## config.mk

```make
export PLATFORM = sky130hd
export DESIGN_NAME = cec_top
export DESIGN_NICKNAME = d
export VERILOG_FILES = /design/src/cec_pkg.sv /design/src/cec_top.sv /design/src/cec_sense.sv
export SDC_FILE = /design/constraint.sdc
export NUM_CORES = 1
export LEC_CHECK = 0
export BUFFER_PORTS_ARGS = -buffer_cell sky130_fd_sc_hd__clkbuf_2
export CORE_UTILIZATION = 35
export DETAILED_ROUTE_END_ITERATION = 12
export PLACE_DENSITY = 0.64
export SLEW_MARGIN = 5
export SYNTH_ARGS = -nofsm -noshare
export SYNTH_HDL_FRONTEND = slang
export SYNTH_SLANG_ARGS = --single-unit
```

## constraint.sdc

```tcl
create_clock -name clk -period 3.7 [get_ports clk]
set_input_delay 0.555 -clock clk [delete_from_list [all_inputs] [get_ports clk]]
set_output_delay 0.555 -clock clk [all_outputs]
set_load 0.005 [all_outputs]
```

## src/cec_pkg.sv

```systemverilog
package cec_pkg;

  // Bus geometry
  localparam int unsigned ADDR_W = 12;
  localparam int unsigned DATA_W = 32;

  // Register byte offsets
  localparam logic [11:0] OFS_INT_STATUS = 12'h000;
  localparam logic [11:0] OFS_INT_MASK   = 12'h004;
  localparam logic [11:0] OFS_CMP_STATUS = 12'h020;
  localparam logic [11:0] OFS_CMP_CTRL   = 12'h024;

  // Control register fields
  localparam int unsigned CTL_INV_BIT    = 1;
  localparam int unsigned CTL_INTERRUPT_SENSE_LO    = 2;
  localparam int unsigned CTL_INTERRUPT_LEVEL_VALUE_BIT = 4;
  localparam int unsigned CTL_ADC_TRIGGER_SENSE_LO    = 5;
  localparam int unsigned CTL_ADC_TRIGGER_LEVEL_VALUE_BIT = 7;
  localparam int unsigned CTL_SRC_LO     = 9;
  localparam int unsigned CTL_ADC_TRIGGER_OUTPUT_ENABLE_BIT   = 11;
  localparam logic [31:0] CTL_WR_MASK    = 32'h0000_0efe;
  localparam logic [31:0] CTL_RESET      = 32'h0000_0000;

  // Comparator status register field
  localparam int unsigned STAT_CURRENT_OUTPUT_VALUE_BIT  = 1;

  // Interrupt status / mask layout
  localparam int unsigned IRQ_W          = 2;
  localparam int unsigned IRQ_CMP_BIT    = 0;
  localparam int unsigned IRQ_ADC_BIT    = 1;
  localparam logic [1:0]  IRQ_RESET      = 2'h0;
  localparam logic [1:0]  MASK_RESET     = 2'h0;

  // Sense encodings, shared by interrupt and trigger paths
  localparam logic [1:0]  SENSE_LEVEL    = 2'h0;
  localparam logic [1:0]  SENSE_FALL     = 2'h1;
  localparam logic [1:0]  SENSE_RISE     = 2'h2;
  localparam logic [1:0]  SENSE_BOTH     = 2'h3;

  // Positive input source encodings
  localparam logic [1:0]  SRC_OWN_PIN    = 2'h0;
  localparam logic [1:0]  SRC_CMP0_PIN   = 2'h1;
  localparam logic [1:0]  SRC_VREF       = 2'h2;
  localparam logic [1:0]  SRC_RSVD       = 2'h3;

endpackage

```

## src/cec_top.sv

```systemverilog
// The implementer's own choices: the APB slave port and the register offsets.
`timescale 1ns/10ps
`default_nettype none

// Contract
// - Trigger enable low blocks all ADC events
// - Source field picks positive input source
// - Trigger sense: level, fall, rise, either
// - Trigger level bit picks active level
// - Interrupt sense: level, fall, rise, either
// - Interrupt level bit picks active level
// - Invert bit flips result before sensing
// - Status bit shows present comparator output
module cec_top
  import cec_pkg::*;
(
  input  wire logic        clk,
  input  wire logic        rst_n,
  input  wire logic [11:0] paddr,
  input  wire logic        psel,
  input  wire logic        penable,
  input  wire logic        pwrite,
  input  wire logic [31:0] pwdata,
  input  wire logic [3:0]  pstrb,
  output var  logic [31:0] prdata,
  output var  logic        pready,
  output var  logic        pslverr,
  input  wire logic        cmp_raw,
  output var  logic [1:0]  cmp_src_sel,
  output var  logic        adc_event,
  output var  logic        irq
);

  // Configuration state
  logic [31:0] ctrl_q;
  logic [31:0] ctrl_d;
  logic [1:0]  mask_q;
  logic [1:0]  mask_d;
  logic [1:0]  istat_q;
  logic [1:0]  istat_d;

  // Bus handshake state
  logic        pready_q;
  logic        pslverr_q;
  logic [31:0] prdata_q;

  // Datapath state
  logic        cmp_cond_q;
  logic        adc_event_q;
  logic        irq_q;
  logic [1:0]  src_sel_q;

  // Decoded fields
  logic        f_inv;
  logic [1:0]  f_interrupt_sense;
  logic        f_interrupt_level_value;
  logic [1:0]  f_adc_trigger_sense;
  logic        f_adc_trigger_level_value;
  logic [1:0]  f_src;
  logic        f_adc_trigger_output_enable;

  // Bus decode
  logic        setup_ph;
  logic        access_done;
  logic        wr_done;
  logic        rd_done;
  logic        sel_istat;
  logic        sel_mask;
  logic        sel_cstat;
  logic        sel_ctrl;
  logic        addr_hit;
  logic        wr_ctrl;
  logic        wr_mask;
  logic [31:0] rd_mux;
  logic [31:0] wr_bytes;

  // Event sources
  logic        int_hit;
  logic        adc_hit;
  logic        adc_fire;
  logic [1:0]  ev_set;
  logic [1:0]  ev_clr;
  logic [1:0]  pend;

  // Field extraction
  assign f_inv    = ctrl_q[CTL_INV_BIT];
  assign f_interrupt_sense   = ctrl_q[CTL_INTERRUPT_SENSE_LO +: 2];
  assign f_interrupt_level_value = ctrl_q[CTL_INTERRUPT_LEVEL_VALUE_BIT];
  assign f_adc_trigger_sense   = ctrl_q[CTL_ADC_TRIGGER_SENSE_LO +: 2];
  assign f_adc_trigger_level_value = ctrl_q[CTL_ADC_TRIGGER_LEVEL_VALUE_BIT];
  assign f_src    = ctrl_q[CTL_SRC_LO +: 2];
  assign f_adc_trigger_output_enable   = ctrl_q[CTL_ADC_TRIGGER_OUTPUT_ENABLE_BIT];

  // APB phases: no wait state, answer on first access cycle
  assign setup_ph    = psel & ~penable;
  assign access_done = psel & penable & pready_q;
  assign wr_done     = access_done & pwrite;
  assign rd_done     = access_done & ~pwrite;

  // Address decode on word boundaries
  assign sel_istat = (paddr[11:2] == OFS_INT_STATUS[11:2]);
  assign sel_mask  = (paddr[11:2] == OFS_INT_MASK[11:2]);
  assign sel_cstat = (paddr[11:2] == OFS_CMP_STATUS[11:2]);
  assign sel_ctrl  = (paddr[11:2] == OFS_CMP_CTRL[11:2]);
  assign addr_hit  = sel_istat | sel_mask | sel_cstat | sel_ctrl;

  // Register write strobes
  assign wr_ctrl = wr_done & sel_ctrl;
  assign wr_mask = wr_done & sel_mask & pstrb[0];

  // Byte-lane expansion of the write strobes
  assign wr_bytes = {{8{pstrb[3]}}, {8{pstrb[2]}}, {8{pstrb[1]}}, {8{pstrb[0]}}};

  // Read multiplexer; reserved bits read zero
  always_comb
  begin
    rd_mux = 32'h0000_0000;
    if (sel_istat)
    begin
      rd_mux[IRQ_W-1:0] = istat_q;
    end
    else if (sel_mask)
    begin
      rd_mux[IRQ_W-1:0] = mask_q;
    end
    else if (sel_cstat)
    begin
      rd_mux[STAT_CURRENT_OUTPUT_VALUE_BIT] = cmp_cond_q;
    end
    else if (sel_ctrl)
    begin
      rd_mux = ctrl_q;
    end
  end

  // Ready: raised in the cycle after every setup phase, so no wait state
  always_ff @(posedge clk or negedge rst_n)
  begin
    if (!rst_n)
    begin
      pready_q <= 1'b0;
    end
    else
    begin
      pready_q <= setup_ph;
    end
  end

  // Error answer for addresses outside the map
  always_ff @(posedge clk or negedge rst_n)
  begin
    if (!rst_n)
    begin
      pslverr_q <= 1'b0;
    end
    else if (setup_ph)
    begin
      pslverr_q <= ~addr_hit;
    end
    else if (access_done)
    begin
      pslverr_q <= 1'b0;
    end
  end

  // Read data taken at setup, zero outside the answer cycle
  always_ff @(posedge clk or negedge rst_n)
  begin
    if (!rst_n)
    begin
      prdata_q <= 32'h0000_0000;
    end
    else if (setup_ph)
    begin
      prdata_q <= pwrite ? 32'h0000_0000 : rd_mux;
    end
    else if (access_done)
    begin
      prdata_q <= 32'h0000_0000;
    end
  end

  // Control register, writable fields only
  always_comb
  begin
    ctrl_d = ctrl_q;
    if (wr_ctrl)
    begin
      ctrl_d = (ctrl_q & ~(wr_bytes & CTL_WR_MASK))
             | (pwdata & wr_bytes & CTL_WR_MASK);
    end
  end

  always_ff @(posedge clk or negedge rst_n)
  begin
    if (!rst_n)
    begin
      ctrl_q <= CTL_RESET;
    end
    else
    begin
      ctrl_q <= ctrl_d;
    end
  end

  // Interrupt mask register
  always_comb
  begin
    mask_d = mask_q;
    if (wr_mask)
    begin
      mask_d = pwdata[IRQ_W-1:0];
    end
  end

  always_ff @(posedge clk or negedge rst_n)
  begin
    if (!rst_n)
    begin
      mask_q <= MASK_RESET;
    end
    else
    begin
      mask_q <= mask_d;
    end
  end

  // Conditioned comparator output
  always_ff @(posedge clk or negedge rst_n)
  begin
    if (!rst_n)
    begin
      cmp_cond_q <= 1'b0;
    end
    else
    begin
      cmp_cond_q <= cmp_raw ^ f_inv;
    end
  end

  // Positive input source select; reserved code falls back to own pin
  always_ff @(posedge clk or negedge rst_n)
  begin
    if (!rst_n)
    begin
      src_sel_q <= SRC_OWN_PIN;
    end
    else
    begin
      unique case (f_src)
        SRC_OWN_PIN:  src_sel_q <= SRC_OWN_PIN;
        SRC_CMP0_PIN: src_sel_q <= SRC_CMP0_PIN;
        SRC_VREF:     src_sel_q <= SRC_VREF;
        SRC_RSVD:     src_sel_q <= SRC_OWN_PIN;
      endcase
    end
  end

  // Interrupt condition qualifier
  cec_sense u_int_sense
  (
    .clk       (clk),
    .rst_n     (rst_n),
    .sig       (cmp_cond_q),
    .sense     (f_interrupt_sense),
    .level_val (f_interrupt_level_value),
    .hit       (int_hit)
  );

  // ADC trigger qualifier
  cec_sense u_adc_sense
  (
    .clk       (clk),
    .rst_n     (rst_n),
    .sig       (cmp_cond_q),
    .sense     (f_adc_trigger_sense),
    .level_val (f_adc_trigger_level_value),
    .hit       (adc_hit)
  );

  // Delivery gate toward the ADC
  assign adc_fire = adc_hit & f_adc_trigger_output_enable;

  always_ff @(posedge clk or negedge rst_n)
  begin
    if (!rst_n)
    begin
      adc_event_q <= 1'b0;
    end
    else
    begin
      adc_event_q <= adc_fire;
    end
  end

  // Sticky interrupt status; a read clears what it returned
  assign ev_set[IRQ_CMP_BIT] = int_hit;
  assign ev_set[IRQ_ADC_BIT] = adc_fire;
  assign ev_clr = (rd_done && sel_istat) ? prdata_q[IRQ_W-1:0] : 2'h0;

  // Set wins over a same-cycle clear
  always_comb
  begin
    istat_d = (istat_q & ~ev_clr) | ev_set;
  end

  always_ff @(posedge clk or negedge rst_n)
  begin
    if (!rst_n)
    begin
      istat_q <= IRQ_RESET;
    end
    else
    begin
      istat_q <= istat_d;
    end
  end

  // Unmasked pending events
  assign pend = istat_q & mask_q;

  // Level interrupt output
  always_ff @(posedge clk or negedge rst_n)
  begin
    if (!rst_n)
    begin
      irq_q <= 1'b0;
    end
    else
    begin
      irq_q <= |pend;
    end
  end

  // Outputs
  assign prdata      = prdata_q;
  assign pready      = pready_q;
  assign pslverr     = pslverr_q;
  assign cmp_src_sel = src_sel_q;
  assign adc_event   = adc_event_q;
  assign irq         = irq_q;

endmodule // cec_top

`default_nettype wire

```

## src/cec_sense.sv

```systemverilog
`timescale 1ns/10ps
`default_nettype none

module cec_sense
  import cec_pkg::*;
(
  input  wire logic       clk,
  input  wire logic       rst_n,
  input  wire logic       sig,
  input  wire logic [1:0] sense,
  input  wire logic       level_val,
  output var  logic       hit
);

  logic prev_q;
  logic primed_q;
  logic rise;
  logic fall;

  // Previous value of the conditioned output
  always_ff @(posedge clk or negedge rst_n)
  begin
    if (!rst_n)
    begin
      prev_q   <= 1'b0;
      primed_q <= 1'b0;
    end
    else
    begin
      prev_q   <= sig;
      primed_q <= 1'b1;
    end
  end

  // No edge reported before a previous value exists
  assign rise = primed_q & sig & ~prev_q;
  assign fall = primed_q & ~sig & prev_q;

  always_comb
  begin
    unique case (sense)
      SENSE_LEVEL: hit = (sig == level_val);
      SENSE_FALL:  hit = fall;
      SENSE_RISE:  hit = rise;
      SENSE_BOTH:  hit = rise | fall;
    endcase
  end

endmodule // cec_sense

`default_nettype wire

```

==> flow_summary.toml <==
[timing]
fmax_mhz = 455
fin_crit_sh = 0.594
setup_viol = 0
fin_ws_ps = 1500
tightest_slew_ps = 825
grt_setup_unrepaired = "no"
fin_crit_ps = 2200
setup_tns_ps = 0
finalMaxSlewViolations = 0
hold_viol = 0
slew_headroom = 0.450
finClkSkew_ps = 6.56

[synthesis]
synth_cell_types = 34
syn_area_um2 = 1630
avgSynthCellArea_um2 = 12.6
yosysWarnings = 0
synthCells = 130
ys_seq_elements = 34
seq_area_frac_synth = 0.521

[grt]
grt_pass1_wl_mm = 5.11
overflow = 0
antenna_found_initial = 0
grt_pass1_vias = 1072
grt_max_degree = 35
grt_usage = 0.138

[setup_path]
crit_buf_inv = 1
slowest_delay_ps = 750
cp.required_ps = 3860
cp-end-kind = "register"
crit_type = "input port to register"
r2r_slack_ps = 2000
critPathSlowestCell = "or4_1"
cp_max_fo = 9
crit_chain = "clkbuf_2 -> or4_1 -> nor4_4 -> mux2_2"
setup.worst_path.start_class = "input port"
cp_top_family = "simple AND/OR/NAND/NOR gates"
crit_arrival_ps = 2360

[clock_network]
cts_made_buffers = 5
cts_setup_buffers = 0
htree_num_levels = 2
cts.sinks = 34
cts_hold_buf = 0
clockBufferDepth = 2
cts-root-buf = "clkbuf_8"
clkTransAtPathRegs_ps = 60
cts_tree = "yes"
clock_latency_ps = 280
cts.repair.resized = 0

[drt]
dr.pass1.iters = 4
drt_iter0_drc = 31
totalWireLength_mm = 3.05
via_per_inst = 4.93
wl_per_cell_um = 13.3
ant_nets = 0
drc = 0
vias = 1134

[die]
dieHeight_um = 70.3
die_area_um2 = 4950
coreArea_um2 = 4410
rows = 24
initial_utilization = 0.370
io_pins = 92
die_w_um = 70.3

[placement]
io_buffers = 45
dp_slack_ps = 1210
placed_cell_area_um2 = 1830
gp_congestion = 0.781
hpwl_mm = 2.26

[hold_path]
hp-class = "input port to asynchronous set/reset pin"

[cells_and_area]
area_delta_synth_final_pct = 17.2
stdcell_area_um2 = 1920
layout_common_cells = "45 x clkbuf_2, 34 x dfrtp_1, 22 x conb_1"
final_util = 0.434
fin_nets = 233
mostFrequentLayoutCell = "clkbuf_2"
drive_gt1_frac = 0.416
insertedDiodeCount = 0

[job]
maxCapViolCount = 0

[pwr]
ir_worst_vdd_v = 0.000212
p_per_area_nw_per_um2 = 361
power.leakage_nw = 0.980

[outcome]
status = "finished, final reports clean"
[worst paths after layout]
kind / from / endpoint / cells past startpoint
setup / recovery: paddr[3] / register / 4
hold / removal: rst_n / asynchronous set/reset pin / 1
setup reg to reg: pready / register / 3
hold reg to reg: register / cmp_src_sel[1] / 1
max in group asynchronous: rst_n / prdata[6] / 1
min in group clk: cmp_raw / cmp_cond_q / 2
[stage by stage]
stage               std cells  hold slack [ps]  power, W
floorplan                 150              259  0.000421
global placement          224              460  0.000434
detailed placement        224              473  0.000434
CTS                       230              394  0.000703
global route              230              425  0.000724
finish                    230              365  0.000691
[cell type report]
class / instances / area [µm²]
Clock buffer: 6 / 82.6
Fill cell: 424 / 2500
Inverter: 5 / 18.8
Multi-Input combinational cell: 86 / 658
Sequential cell: 34 / 851
Tap cell: 52 / 65.1
Timing Repair Buffer: 47 / 240
[cell families (layout without fill, tap and decap cells)]
| group | Yosys count | after routing | synth area share |
|---|---|---|---|
| buffers and inverters | 30 | 58 | 0.123 |
| xor gates and xnor gates | 1 | 1 | 0.00536 |
| DFF | 34 | 34 | 0.521 |
| AOI/OAI and AO/OA | 22 | 22 | 0.114 |
| and+or+nand+nor | 27 | 27 | 0.126 |
| other | 2 | 22 | 0.00460 |
| muxes | 14 | 14 | 0.107 |
[metal layers]
metal	global-route usage	routed length (µm)	vias up
met5	0	0	-
li1	-	-	532
met3	0.0418	194	5
met1	0.167	1400	549
met4	0.0667	42	0
met2	0.223	1410	48
[power by group]
part	switching [W]	internal, W
Sequential	0.00000363	0.000375
Clock	0.000121	0.000143
Combinational	0.0000290	0.0000191
[cell usage after synthesis (all sizes together)]
cell / instances / area share
a22o: 12 / 0.064
o31ai: 1 / 0.0046
o21ai: 2 / 0.0061
mux2i: 1 / 0.0061
nor2: 2 / 0.0046
or4b: 2 / 0.012
inv: 5 / 0.011
nand4: 1 / 0.0038
o41ai: 2 / 0.011
xor2: 1 / 0.0054
or4: 3 / 0.018
nor3: 4 / 0.012
buf: 23 / 0.11
nor2b: 2 / 0.0077
o311a: 2 / 0.012
o2bb2ai: 1 / 0.0054
a311oi: 2 / 0.011
nand3b: 3 / 0.014
nor4: 4 / 0.032
clkbuf: 2 / 0.0046
nand2: 1 / 0.0023
mux2: 12 / 0.087
or3b: 1 / 0.0054
mux4: 1 / 0.014
dfrtp: 34 / 0.52
conb: 2 / 0.0046
nand3: 3 / 0.0092
nand2b: 1 / 0.0038
Power figures use the tool's default switching activity.
